`config.mk`:
```
export PLATFORM = sky130hd
export DESIGN_NAME = tpalu_core
export DESIGN_NICKNAME = d
export VERILOG_FILES = /design/src/include/tpalu_pkg.sv /design/src/rtl/tpalu_lzc.sv /design/src/rtl/tpalu_core.sv
export SDC_FILE = /design/constraint.sdc
export NUM_CORES = 1
export LEC_CHECK = 0
export ABC_AREA = 1
export BUFFER_PORTS_ARGS = -buffer_cell sky130_fd_sc_hd__buf_2
export CORE_AREA = 2 2 176 178
export DETAILED_ROUTE_END_ITERATION = 10
export DIE_AREA = 0 0 178 180
export HOLD_SLACK_MARGIN = 0.02
export PLACE_DENSITY = 0.9
export SLEW_MARGIN = 20
export SYNTH_ARGS = -nofsm -noshare
export SYNTH_HDL_FRONTEND = slang
export SYNTH_SLANG_ARGS = --single-unit
```
`constraint.sdc`:
```
create_clock -name clk -period 1.25 [get_ports clk]
set_input_delay 0.25 -clock clk [delete_from_list [all_inputs] [get_ports clk]]
set_output_delay 0.25 -clock clk [all_outputs]
set_load 0.01 [all_outputs]
```
`src/include/tpalu_pkg.sv`:
```
// Operation
// - a five-bit code picks the operation, zeros for OR, 11000 for add.
// - a nonzero condition selector sets both control bits to the condition's truth.
// - logical operations pass control bits and A sign, Y sign is zero; only conditions change control bits.
// - OR, AND and XOR combine A and B data bitwise onto X data.
// - and-with-complement inverts A data, ANDs it with B data, outputs X.
// - complement inverts A data onto X and ignores the B side.
// - arithmetic is 17-bit signed; selector 000 copies A and B control bits.
// - add and subtract give X result, Y zero, or plus/minus one on overflow.
// - multiply forms a 33-bit product, upper half to X, lower to Y.
// - pass-through copies A and B to X and Y, conditions still apply.
// - zero-count variants output the leading zero count of X data on Y.
// - add and subtract with count replace Y by plus/minus one on overflow.
// - multiply with count drops the low half, Y is count, Y sign zero.
// - increment and decrement change A by one; Y flags overflow like add.
// - barrel shift A data by B data bits 4:0, direction by opcode, reversed by B sign.
// - reversed shifts reverse A data bit order before the normal shift.
package tpalu_pkg;
	// ==========================================================
	// operation codes
	typedef enum logic [4:0] {
		TPALU_OR_OP          = 5'h00,
		TPALU_AND_OP         = 5'h01,
		TPALU_XOR_OP         = 5'h02,
		TPALU_ANDC_OP        = 5'h03,
		TPALU_NOT_OP         = 5'h0C,
		TPALU_ADD_OP         = 5'h18,
		TPALU_ADD_ZC_OP      = 5'h1C,
		TPALU_SUB_OP         = 5'h19,
		TPALU_SUB_ZC_OP      = 5'h1D,
		TPALU_MUL_OP         = 5'h1A,
		TPALU_MUL_ZC_OP      = 5'h1E,
		TPALU_PASS_OP        = 5'h1B,
		TPALU_PASS_ZC_OP     = 5'h1F,
		TPALU_INC_OP         = 5'h0A,
		TPALU_DEC_OP         = 5'h0B,
		TPALU_LEFT_OP        = 5'h04,
		TPALU_REV_LEFT_OP    = 5'h05,
		TPALU_RIGHT_OP       = 5'h06,
		TPALU_REV_RIGHT_OP   = 5'h07
	} tpalu_op_t;

	// ==========================================================
	// condition selector codes
	localparam logic [2:0]  TPALU_COND_NONE = 3'h0;
	localparam logic [2:0]  TPALU_COND_EQ   = 3'h1;
	localparam logic [2:0]  TPALU_COND_LT   = 3'h2;
	localparam logic [2:0]  TPALU_COND_LE   = 3'h3;
	localparam logic [2:0]  TPALU_COND_GT   = 3'h4;
	localparam logic [2:0]  TPALU_COND_GE   = 3'h5;
	localparam logic [2:0]  TPALU_COND_NE   = 3'h6;
	localparam logic [2:0]  TPALU_COND_OVF  = 3'h7;

	// ==========================================================
	// data constants and reset values
	localparam logic [15:0] TPALU_DATA_ZERO = 16'h0000;
	localparam logic [15:0] TPALU_DATA_ONE  = 16'h0001;
	localparam logic [15:0] TPALU_DATA_MONE = 16'hFFFF;
	localparam logic [15:0] TPALU_RST_DATA  = 16'h0000;
	localparam logic        TPALU_RST_BIT   = 1'b0;
	localparam int          TPALU_SHAMT_MSB = 4;
endpackage

```
`src/rtl/tpalu_lzc.sv`:
```
`timescale 1ns/10ps
// leading zero counter, all-zero word counts as 16
module tpalu_lzc (
	input  wire logic [15:0] data,
	output logic      [4:0]  count
);
	// scan from lsb so the highest set bit wins last
	always_comb begin
		count = 5'h10;
		for (int i = 0; i < 16; i++) begin
			if (data[i]) begin
				count = 5'(15 - i);
			end
		end
	end
endmodule

```
`src/rtl/tpalu_core.sv`:
```
`timescale 1ns/10ps
module tpalu_core
	import tpalu_pkg::*;
(
	input  wire logic        clk,
	input  wire logic        sys_rst,
	input  wire logic        in_valid,
	output logic             in_ready,
	input  wire logic [4:0]  opcode,
	input  wire logic [2:0]  condition_selector,
	input  wire logic        a_ctrl,
	input  wire logic        a_sign,
	input  wire logic [15:0] a_data,
	input  wire logic        b_ctrl,
	input  wire logic        b_sign,
	input  wire logic [15:0] b_data,
	output logic             out_valid,
	input  wire logic        out_ready,
	output logic             x_ctrl,
	output logic             x_sign,
	output logic [15:0]      x_data,
	output logic             y_ctrl,
	output logic             y_sign,
	output logic [15:0]      y_data,
	output logic             overflow
);
	// ==========================================================
	// arithmetic operands
	logic signed [17:0] a_ext;
	logic signed [17:0] b_ext;
	logic signed [17:0] sum;
	logic signed [17:0] diff;
	logic signed [17:0] incv;
	logic signed [17:0] decv;
	logic signed [16:0] a_s;
	logic signed [16:0] b_s;
	logic signed [33:0] prod;
	logic [15:0]        a_rev;
	logic [15:0]        sh_src;
	logic [15:0]        sh_res;
	logic               sh_right;
	logic [4:0]         lz_cnt;

	// sign-extend to 18 bits so the carry out shows range errors
	assign a_ext = {a_sign, a_sign, a_data};
	assign b_ext = {b_sign, b_sign, b_data};
	assign sum   = a_ext + b_ext;
	assign diff  = a_ext - b_ext;
	assign incv  = a_ext + 18'sd1;
	assign decv  = a_ext - 18'sd1;
	assign a_s   = {a_sign, a_data};
	assign b_s   = {b_sign, b_data};
	assign prod  = 34'(a_s) * 34'(b_s);

	// ==========================================================
	// barrel shifter
	always_comb begin
		a_rev = TPALU_DATA_ZERO;
		for (int i = 0; i < 16; i++) begin
			a_rev[i] = a_data[15 - i];
		end
	end

	// negative b sign turns the shift the other way
	assign sh_right = (opcode == TPALU_RIGHT_OP || opcode == TPALU_REV_RIGHT_OP) ^ b_sign;
	assign sh_src   = (opcode == TPALU_REV_LEFT_OP || opcode == TPALU_REV_RIGHT_OP) ?
			a_rev : a_data;
	// counts of 16 and above shift everything out, zeros fill in
	assign sh_res   = sh_right ? (sh_src >> b_data[TPALU_SHAMT_MSB:0]) :
			(sh_src << b_data[TPALU_SHAMT_MSB:0]);

	// ==========================================================
	// result selection
	logic        r_xc;
	logic        r_xs;
	logic [15:0] r_xd;
	logic        r_yc;
	logic        r_ys;
	logic [15:0] r_yd;
	logic        r_ovf;
	logic        r_unf;
	logic        r_arith;
	logic        r_zc;
	logic        c_true;
	logic [17:0] r_val;
	logic        f_ys;
	logic [15:0] f_yd;

	tpalu_lzc u_lzc (
		.data  (r_xd),
		.count (lz_cnt)
	);

	always_comb begin
		r_xc    = a_ctrl;
		r_yc    = b_ctrl;
		r_xs    = a_sign;
		r_xd    = a_data;
		r_ys    = TPALU_RST_BIT;
		r_yd    = TPALU_DATA_ZERO;
		r_val   = 18'h00000;
		r_arith = 1'b0;
		r_zc    = 1'b0;
		case (opcode)
			TPALU_OR_OP: begin
				r_xd = a_data | b_data;
			end
			TPALU_AND_OP: begin
				r_xd = a_data & b_data;
			end
			TPALU_XOR_OP: begin
				r_xd = a_data ^ b_data;
			end
			TPALU_ANDC_OP: begin
				r_xd = ~a_data & b_data;
			end
			TPALU_NOT_OP: begin
				r_xd = ~a_data;
			end
			TPALU_ADD_OP, TPALU_ADD_ZC_OP: begin
				r_val   = sum;
				r_arith = 1'b1;
				r_zc    = (opcode == TPALU_ADD_ZC_OP);
			end
			TPALU_SUB_OP, TPALU_SUB_ZC_OP: begin
				r_val   = diff;
				r_arith = 1'b1;
				r_zc    = (opcode == TPALU_SUB_ZC_OP);
			end
			TPALU_INC_OP: begin
				r_val   = incv;
				r_arith = 1'b1;
			end
			TPALU_DEC_OP: begin
				r_val   = decv;
				r_arith = 1'b1;
			end
			TPALU_MUL_OP: begin
				r_xs = prod[32];
				r_xd = prod[31:16];
				r_ys = prod[32];
				r_yd = prod[15:0];
			end
			TPALU_MUL_ZC_OP: begin
				r_xs = prod[32];
				r_xd = prod[31:16];
				r_ys = TPALU_RST_BIT;
				r_zc = 1'b1;
			end
			TPALU_PASS_ZC_OP: begin
				r_zc = 1'b1;
			end
			TPALU_LEFT_OP, TPALU_RIGHT_OP, TPALU_REV_LEFT_OP, TPALU_REV_RIGHT_OP: begin
				r_xd = sh_res;
			end
			TPALU_PASS_OP: begin
				r_ys = b_sign;
				r_yd = b_data;
			end
			default: begin
				// unhandled codes behave as pass-through
				r_ys = b_sign;
				r_yd = b_data;
			end
		endcase
		// 18-bit value out of 17-bit signed range
		r_ovf = r_arith && (r_val[17:16] == 2'b01);
		r_unf = r_arith && (r_val[17:16] == 2'b10);
		if (r_arith) begin
			r_xs = r_val[16];
			r_xd = r_val[15:0];
		end
	end

	// ==========================================================
	// final y word
	// kept apart so the zero counter never feeds the process that drives it
	always_comb begin
		f_ys = r_ys;
		f_yd = r_yd;
		if (r_zc) begin
			f_ys = TPALU_RST_BIT;
			f_yd = {11'h000, lz_cnt};
		end
		if (r_ovf) begin
			f_ys = 1'b0;
			f_yd = TPALU_DATA_ONE;
		end else if (r_unf) begin
			f_ys = 1'b1;
			f_yd = TPALU_DATA_MONE;
		end
	end

	// ==========================================================
	// condition test on the X result
	always_comb begin
		case (condition_selector)
			TPALU_COND_EQ:  c_true = ~r_xs && (r_xd == TPALU_DATA_ZERO);
			TPALU_COND_LT:  c_true = r_xs;
			TPALU_COND_LE:  c_true = r_xs || (r_xd == TPALU_DATA_ZERO);
			TPALU_COND_GT:  c_true = ~r_xs && (r_xd != TPALU_DATA_ZERO);
			TPALU_COND_GE:  c_true = ~r_xs;
			TPALU_COND_NE:  c_true = r_xs || (r_xd != TPALU_DATA_ZERO);
			TPALU_COND_OVF: c_true = r_ovf || r_unf;
			default:        c_true = 1'b0;
		endcase
	end

	// ==========================================================
	// output token register, one stage
	logic        vld_q, vld_d;
	logic        xc_q, xc_d;
	logic        xs_q, xs_d;
	logic [15:0] xd_q, xd_d;
	logic        yc_q, yc_d;
	logic        ys_q, ys_d;
	logic [15:0] yd_q, yd_d;
	logic        ovf_q, ovf_d;
	logic        take;

	// a held token blocks the next until the formatter accepts it
	assign in_ready = out_ready || !vld_q;
	assign take     = in_valid && in_ready;

	always_comb begin
		vld_d = vld_q;
		xc_d  = xc_q;
		xs_d  = xs_q;
		xd_d  = xd_q;
		yc_d  = yc_q;
		ys_d  = ys_q;
		yd_d  = yd_q;
		ovf_d = ovf_q;
		if (out_ready && vld_q) begin
			vld_d = 1'b0;
		end
		if (take) begin
			vld_d = 1'b1;
			xs_d  = r_xs;
			xd_d  = r_xd;
			ys_d  = f_ys;
			yd_d  = f_yd;
			ovf_d = r_ovf || r_unf;
			if (condition_selector != TPALU_COND_NONE) begin
				xc_d = c_true;
				yc_d = c_true;
			end else begin
				xc_d = r_xc;
				yc_d = r_yc;
			end
		end
	end

	always_ff @(posedge clk or posedge sys_rst) begin
		if (sys_rst) begin
			vld_q <= TPALU_RST_BIT;
			xc_q  <= TPALU_RST_BIT;
			xs_q  <= TPALU_RST_BIT;
			xd_q  <= TPALU_RST_DATA;
			yc_q  <= TPALU_RST_BIT;
			ys_q  <= TPALU_RST_BIT;
			yd_q  <= TPALU_RST_DATA;
			ovf_q <= TPALU_RST_BIT;
		end else begin
			vld_q <= vld_d;
			xc_q  <= xc_d;
			xs_q  <= xs_d;
			xd_q  <= xd_d;
			yc_q  <= yc_d;
			ys_q  <= ys_d;
			yd_q  <= yd_d;
			ovf_q <= ovf_d;
		end
	end

	assign out_valid = vld_q;
	assign x_ctrl    = xc_q;
	assign x_sign    = xs_q;
	assign x_data    = xd_q;
	assign y_ctrl    = yc_q;
	assign y_sign    = ys_q;
	assign y_data    = yd_q;
	assign overflow  = ovf_q;
endmodule

```
==> flow_summary.toml, run 1 <==
[global_route]
grt.overflow.total = 6
grt_usage_pct = 77.6
grt_max_degree = 39

[clock_network]
clockBufferDepth = 2
cts_num_sinks = 38
cts-root-buf = "clkbuf_16"
numCtsBuffers = 5
htree_num_levels = 2

[floorplanning]
rows = 64
initial_core_util_pct = 58.4
die_height_um = 180
ios = 87
die_x_um = 178

[synthesis]
syn_area_per_cell_um2 = 6.88
synth_area_mm2 = 0.0176
synth-main-ff-cell = "dfrtp_1"
syn_nets = 3034
ys_ff_latch = 38
netlist.area_leader.share_pct = 33.1
synth_top_area_cell = "fa_1"
synthArstFlopShare_pct = 100
synth_cell_types = 53
synthCells = 2562
synth-seq-area-share_pct = 5.40
synth-warning-count = 0
synthTopCellsByArea = "fa_1, nand2_1, inv_1"
synth_edf_count = 0

[place]
gp_congestion = 1.04
dpl_worst_slack_ns = -5.61
hpwl_um = 58900
io_buffers = 86

[timing]
worst-ep-kind = "register data pin"
worst_endpoint = "x_ctrl$_DFFE_PP0P_/D"

[outcome]
status = "did not finish"
haltStage = "global routing (5_1_grt)"
firstError = "[ERROR GRT-0232] Routing congestion too high. Check the congestion heatmap in the GUI."
-- kinds of logic after synthesis --
logic type	after synthesis	share of synthesized area, %
XOR/XNOR	37	1.88
buffers and inverters	746	16.1
AO/OA/AOI/OAI	330	10.5
AND/OR/NAND/NOR	987	23.6
adder cells (fa/ha/maj)	424	42.5
flip-flops	38	5.40
-- routing by layer --
| metal | track usage (%) | GRT overflow |
|---|---|---|
| met1 | 76.5 | 0 |
| met2 | 90.2 | 1 |
| met3 | 70.5 | 0 |
| met4 | 72.4 | 5 |
| met5 | 41.2 | 0 |
-- cell usage after synthesis, drive strengths merged (4+ instances only) --
cell type    n
o211ai      15
o22ai       17
nand4       29
nor4         5
nor3        10
or2         13
inv        624
a221oi       9
dfrtp       38
buf         45
o21a         5
nand3b       4
xor2        28
fa         291
o221ai       5
clkinv       6
nand2      655
xnor2        9
ha         133
o21ai      130
nand3      145
a21o         5
a21oi      125
clkbuf      71
nor2       119
a31oi        4
-- timing repair --
item,CTS
hold buffers,1
pin swaps,133
setup endpoints to repair,37
endpoints found under the hold margin,31
setup buffers,49
gates cloned,2
gates resized for setup,312
-- through the flow --
step	util, %	cells	setup TNS, ns	hold slack (ns)	instance area (um^2)
floorplan	-	2562	-142.42	0.442	18700
global placement	73.7	3362	-168.34	0.307	22300
detailed placement	73.7	3362	-172.34	0.315	22300
CTS	79.2	3419	-151.06	0.233	23900
==> inputs of run 2 (changes only) <==
CORE_AREA = 2 2 213 215   (was 2 2 176 178)
DIE_AREA = 0 0 215 217   (was 0 0 178 180)
HOLD_SLACK_MARGIN = unset   (was 0.02)
PLACE_DENSITY = unset   (was 0.9)
PLACE_DENSITY_LB_ADDON = 0.15   (was unset)
clock period = 1.6 ns   (was 1.25 ns; I/O delays follow)
==> flow_summary.toml, run 2 <==
[clock_network]
clk-insertion-delay-late_ns = 0.29
clockBufferDepth = 2
clk_pin_slew_ns = 0.06
htree_num_levels = 2
cts_hold_buf = 0
numCtsBuffers = 5
cts_num_sinks = 38
cts-root-buf = "clkbuf_16"
cts_tree = "done"

[global_route]
antenna_found_initial = 2
grt_usage_pct = 31.3
grt.overflow.total = 0
grt_max_degree = 39
grt_pass1_vias = 19200
grt_pass1_wl_um = 111000

[synthesis]
synth_common_cells = "nand2_1, inv_1, fa_1"
yosysMostFrequentCell = "nand2_1"
synth_edf_count = 0
syn_nets = 3034
synth_cell_types = 53
synth_area_mm2 = 0.0176
netlist.area_leader.share_pct = 33.1
synth-seq-area-share_pct = 5.40
synthTopCellsByArea = "fa_1, nand2_1, inv_1"
synth-warning-count = 0
synth_top_area_cell = "fa_1"
syn_area_per_cell_um2 = 6.88
synthArstFlopShare_pct = 100
synthCells = 2562
ys_ff_latch = 38
synth-main-ff-cell = "dfrtp_1"

[route]
drcViolationCount = 0
first_pass_iters = 6
avgViaCountPerCell = 5.12
vias = 18700
drt_iter0_drc = 1392
finalWirelength_um = 72600
wl_per_cell_um = 19.9
ant_nets = 0

[place]
hpwl_um = 60100
io_buffers = 86
gp_congestion = 1.01
dpl_cell_area_mm2 = 0.0226
dpl_worst_slack_ns = -5.51

[cells_and_area]
syn_to_final_growth_pct = 40.0
drive_above_1_share_pct = 31.3
nNetsFinal = 3518
fin_area_mm2 = 0.0247
n_fill_cell = 4382
mostFrequentLayoutCells = "nand2_1, inv_1, buf_4, fa_1, nand3_1"
final_common_cell = "nand2_1"

[run]
maxCapViolations = 0

[floorplanning]
rows = 78
initial_core_util_pct = 39.4
core_area_mm2 = 0.0447
die_height_um = 217
die_x_um = 215
dieArea_mm2 = 0.0467
ios = 87

[setup_path]
crit_type = "in -> reg"
crit_arrival_ns = 6.60
crit_start = "a_sign"
cp.required_ns = 1.77
r2r-start = "out_valid"
startpoint_type = "input port"
max_stage_delay_ns = 0.61
cp_max_fo = 5
crit_slowest_cell = "fa_2"
cp-end-kind = "register"

[timing]
slew_headroom_pct = 67.0
final.period_utilization_pct = 402
worst_slack_ns = -4.83
finClkSkew_ns = 0.00269
finalMaxSlewViolations = 0
final-hold-violation-count = 0
rsz0062_at_grt = "true"
tightestPinTransition_ns = 0.496
setup-violations-final = 37
fmax_ghz = 0.156
layout_min_cycle_time_ns = 6.43

[outcome]
status = "complete, but fails checks"
violations = "setup timing"

[worst_hold_path]
min_path_type = "in -> async"
## run 2: cell counts after synthesis
Identical to the previous run, type by type.
## run 2: what timing repair did
action | CTS | global route
pin swaps | 95 | 136
gates resized for setup | 243 | 155
setup endpoints to repair | 37 | 37
gates cloned | 1 | 1
buffers inserted | 23 | 36
## run 2: path summary, 6_finish.rpt
path                              end  slack, ns  cells after the start
min                        y_data[13]       0.13                      3
min in group clk            out_valid       0.32                      4
max                            y_ctrl      -4.83                     35
min reg2reg                 y_data[7]       0.48                      2
max reg2reg                 y_data[0]       0.24                      5
max in group asynchronous   x_data[1]       1.11                      3
## run 2: kinds of logic (layout without fill, tap and decap cells)
kind of cell	Yosys count	count (layout)	synth area share [%]
XOR/XNOR	37	37	1.88
AND/OR/NAND/NOR	987	987	23.6
adder cells (fa/ha/maj)	424	424	42.5
buffers and inverters	746	1230	16.1
other	0	1	0
flip-flops	38	38	5.40
AO/OA/AOI/OAI	330	330	10.5
## run 2: metrics by stage
| stage | instances | TNS (ns) | util, % | hold slack [ns] |
|---|---|---|---|---|
| after floorplan | 2562 | -132.06 | - | 0.512 |
| after global placement | 3589 | -164.69 | 50.7 | 0.449 |
| after detailed placement | 3589 | -166.22 | 50.7 | 0.459 |
| after CTS | 3617 | -143.42 | 53.4 | 0.162 |
| after global routing | 3646 | -151.91 | 55.2 | 0.184 |
| final | 3647 | -143.71 | 55.2 | 0.132 |
## run 2: final cells by class
cell class / count / area, um^2 / share of cell area [%]
well taps: 600 / 751 / 3.04
multi-input cells: 1778 / 15500 / 62.6
flip-flops and latches: 38 / 951 / 3.85
clock inverters: 1 / 30.0 / 0.122
inverters: 630 / 2380 / 9.65
diodes: 1 / 2.50 / 0.0101
clock buffers: 6 / 139 / 0.563
repair buffers: 593 / 4960 / 20.1
## run 2: critical path: cells and delay by family
family	cells	cell delay, ns
compound gates	7	0.72
fa+ha+maj	7	3.43
buf+inv	8	0.72
simple gates	13	1.42
## run 2: routing by layer
layer / share of wire [%] / routed length (um) / global-route usage (%) / up-vias
met5: 0.015 / 11 / 0 / -
li1: - / - / - / 8712
met4: 5.3 / 3880 / 13.3 / 2
met2: 46 / 33500 / 51.4 / 691
met1: 41 / 29700 / 40.5 / 9080
met3: 7.6 / 5500 / 5.88 / 176
Power of run 2 is not shown: default switching activity piles up to over one toggle a cycle in this logic, so the estimate is an artifact.
==> inputs of run 3 (changes only) <==
clock period = 7.35 ns   (was 1.6 ns; I/O delays follow)
==> flow_summary.toml, run 3 (synthesized netlist as in run 2, its figures left out) <==
[clock_network]
clk-insertion-delay-late_ns = 0.29
clockBufferDepth = 2
cts-root-buf = "clkbuf_16"
clk_pin_slew_ns = 0.06
htree_num_levels = 2
cts_num_sinks = 38
cts_hold_buf = 0
numCtsBuffers = 5
cts_tree = "done"

[route]
first_pass_iters = 5
avgViaCountPerCell = 5.16
drcViolationCount = 0
wl_per_cell_um = 19.2
finalWirelength_um = 65900
drt_iter0_drc = 1363
vias = 17700
ant_nets = 0

[cells_and_area]
n_fill_cell = 4520
nNetsFinal = 3308
syn_to_final_growth_pct = 26.4
fin_util_pct = 49.8
drive_above_1_share_pct = 22.8
diodes = 0
final_common_cell = "nand2_1"
mostFrequentLayoutCells = "nand2_1, inv_1, fa_1, buf_4, nand3_1"

[global_route]
grt_usage_pct = 28.3
grt_pass1_vias = 18000
antenna_found_initial = 0
grt_max_degree = 54
grt.overflow.total = 0
grt_pass1_wl_um = 103000

[run]
maxCapViolations = 0

[setup_path]
cp-end-kind = "register"
cp_max_fo = 9
crit_family = "adder cells"
cp_num_buf_inv = 8
path_common_cell = "fa_1"
max_stage_delay_ns = 0.60
crit_arrival_ns = 7.73
crit_type = "in -> reg"
startpoint_type = "input port"
crit_slowest_cell = "fa_1"
cp.required_ns = 7.52

[timing]
setup-violations-final = 7
fmax_ghz = 0.132
slew_headroom_pct = 30.9
layout_min_cycle_time_ns = 7.57
finClkSkew_ns = 0.0100
worst_slack_ns = -0.215
final.period_utilization_pct = 103
finalSetupTns_ns = -0.867
hold_ws_ns = 0.487
finalMaxSlewViolations = 0
final-hold-violation-count = 0
rsz0062_at_grt = "true"
tightestPinTransition_ns = 1.03

[floorplanning]
dieArea_mm2 = 0.0467
initial_core_util_pct = 39.4
core_area_mm2 = 0.0447
die_height_um = 217
ios = 87
die_x_um = 215
rows = 78

[outcome]
violations = "setup timing"
status = "complete, but fails checks"

[place]
io_buffers = 86
hpwl_um = 53700
dpl_worst_slack_ns = -0.841
gp_congestion = 0.988

[worst_hold_path]
min_path_type = "reg -> reg"
## run 3: per-layer routing
metal,vias to the layer above,share of wire [%],global-route usage (%)
met5,-,0,0
met4,0,2.8,6.39
met3,94,5.3,1.91
met2,556,48,48.3
met1,8785,44,39.5
li1,8299,-,-
## run 3: worst register-to-register path: cells and delay by family, from the launching register on
| family | cells | cell delay [ns] |
|---|---|---|
| DFF | 1 | 0.34 |
| buffers and inverters | 3 | 1.00 |
| AOI/OAI and AO/OA | 1 | 0.21 |
| and+or+nand+nor | 3 | 0.33 |
## run 3: layout make-up
type / instances / area [um^2] / share of cell area, %
multi-input cells: 1778 / 14900 / 66.9
repair buffers: 383 / 3110 / 13.9
inverters: 630 / 2370 / 10.7
flip-flops and latches: 38 / 951 / 4.27
well taps: 600 / 751 / 3.37
clock buffers: 5 / 125 / 0.562
clock inverters: 3 / 68.8 / 0.309
## run 3: what timing repair did
item	CTS	global route
pin swaps	67	129
endpoints found under the setup margin	12	13
endpoints found under the hold margin	0	0
setup buffers	19	22
gates cloned	0	2
resized for setup	167	187
## run 3: path summary, 6_finish.rpt
| check | to | depth (start not counted) | slack (ns) | start |
|---|---|---|---|---|
| min | y_data[5] | 2 | 0.49 | y_data[5] |
| max reg2reg | y_data[4] | 7 | 5.35 | out_valid |
| max in group asynchronous | y_data[0] | 3 | 5.71 | sys_rst |
| min reg2reg | y_data[5] | 2 | 0.49 | y_data[5] |
| min in group asynchronous | out_valid | 3 | 1.30 | sys_rst |
| max | y_ctrl | 33 | -0.22 | b_sign |
## run 3: per-stage QoR
| step | cell area (um^2) | instances |
|---|---|---|
| finish | 22300 | 3437 |
| global route | 22300 | 3437 |
| global placement | 20500 | 3390 |
| floorplan | 17900 | 2562 |
| CTS | 21500 | 3417 |
| detailed placement | 20500 | 3390 |
Power of run 3 is left out for the same reason.
==> inputs of run 4 (changes only) <==
CORE_AREA = 2 2 191 193   (was 2 2 213 215)
DIE_AREA = 0 0 193 195   (was 0 0 215 217)
==> flow_summary.toml, run 4 (synthesized netlist as in run 2, its figures left out) <==
[worst_hold_path]
min_to = "y_data[2]"
hold_depth = 2
min_path_type = "reg -> reg"
min_from = "y_data[2]"

[place]
dpl_cell_area_mm2 = 0.0204
gp_congestion = 0.960
hpwl_um = 52200
io_buffers = 86

[floorplanning]
die_x_um = 193
core_area_mm2 = 0.0354
ios = 87
initial_core_util_pct = 49.8
dieArea_mm2 = 0.0376
die_height_um = 195
rows = 69

[clock_network]
clockBufferDepth = 2
htree_num_levels = 2
cts_tree = "done"
cts_num_sinks = 38
cts-root-buf = "clkbuf_16"
clk_pin_slew_ns = 0.06
numCtsBuffers = 5
clk-insertion-delay-late_ns = 0.28

[setup_path]
max_stage_delay_ns = 0.62
cp_max_fo = 6
crit_slowest_cell = "fa_2"
path_common_cell = "fa_1"
crit_arrival_ns = 7.75
r2r-end = "y_data[4]"
startpoint_type = "input port"
r2r_cells = 7
cp-end-kind = "register"
cp.required_ns = 7.51
crit_type = "in -> reg"
regToRegSetupSlack_ns = 5.40
r2r-start = "out_valid"

[timing]
layout_min_cycle_time_ns = 7.58
worst_slack_ns = -0.233
rsz0062_at_grt = "true"
fmax_ghz = 0.132
setup-violations-final = 7
finClkSkew_ns = 0.00674
final.period_utilization_pct = 103
finalMaxSlewViolations = 0
tightestPinTransition_ns = 1.02
final-hold-violation-count = 0
slew_headroom_pct = 31.9

[cells_and_area]
regArea_um2 = 951
n_fill_cell = 3325
nNetsFinal = 3314
final_common_cell = "nand2_1"
multi_input_area_mm2 = 0.0146
syn_to_final_growth_pct = 23.8
mostFrequentLayoutCells = "nand2_1, inv_1, buf_4, fa_1, nand3_1"
drive_above_1_share_pct = 20.8
fin_area_mm2 = 0.0218
diodes = 0

[route]
finalWirelength_um = 63000
drt_iter0_drc = 1397
wl_per_cell_um = 19.1
first_pass_iters = 7
vias = 17800
avgViaCountPerCell = 5.38
ant_nets = 0
drcViolationCount = 0

[global_route]
grt.overflow.total = 0
grt_usage_pct = 34.6
grt_pass1_wl_um = 100000
grt_max_degree = 54
antenna_found_initial = 0
grt_pass1_vias = 18200

[run]
maxCapViolations = 0

[outcome]
status = "complete, but fails checks"
violations = "setup timing"
[run 4: cell types whose count changed in the layout (fill, tap and decap cells not counted), sizes merged]
cell | previous run | this run
inv | 623 | 624
clkbuf | 8 | 5
clkinv | 8 | 7
buf | 380 | 389
[run 4: final cells by class]
type / instances / area share, %
multi-input cells: 1778 / 66.8
well taps: 461 / 2.64
flip-flops and latches: 38 / 4.36
repair buffers: 389 / 14.5
clock buffers: 5 / 0.573
clock inverters: 3 / 0.315
inverters: 630 / 10.9
[run 4: through the flow]
stage	instances	worst slack [ns]	TNS [ns]	utilization [%]	hold WS (ns)
after floorplan	2562	0.00348	0	-	0.515
after global routing	3304	-0.446	-3.21	61.6	0.494
after CTS	3294	-0.115	-0.360	60.9	0.482
after global placement	3262	-0.857	-7.28	57.7	0.457
final	3304	-0.233	-1.22	61.6	0.471
after detailed placement	3262	-0.912	-7.73	57.7	0.460
[run 4: worst max-delay path by stage]
stage / cells past startpoint / slack [ns] / from / to
final: 31 / -0.23 / a_sign / y_data[3]
after CTS: 36 / -0.12 / a_data[3] / x_ctrl
after global placement: 36 / -0.86 / b_data[9] / x_ctrl
after floorplan: 38 / 0.003 / b_data[2] / x_ctrl
after global routing: 37 / -0.45 / a_data[7] / x_ctrl
after detailed placement: 35 / -0.91 / a_data[11] / x_ctrl
[run 4: layer usage]
layer  part of all wire (%)  track usage [%]  vias to the layer above
met3                    7.8             5.37                      118
li1                       -                -                     8305
met4                    4.0             11.4                        0
met2                     45             55.2                      716
met5                      0                0                        -
met1                     43             48.0                     8640
[run 4: critical path: cells and delay by family]
family	cells	cell delay, ns
buf+inv	9	0.84
compound gates	6	0.74
fa+ha+maj	7	3.48
simple gates	9	1.19
[run 4: what timing repair did]
item                       in CTS  in global routing
setup endpoints to repair      11                 10
buffers inserted               25                 10
pin swaps                      75                 43
hold endpoints to repair        0                  0
resized for setup             223                 52
hold buffers                    0                  0
Power of run 4 is left out for the same reason.
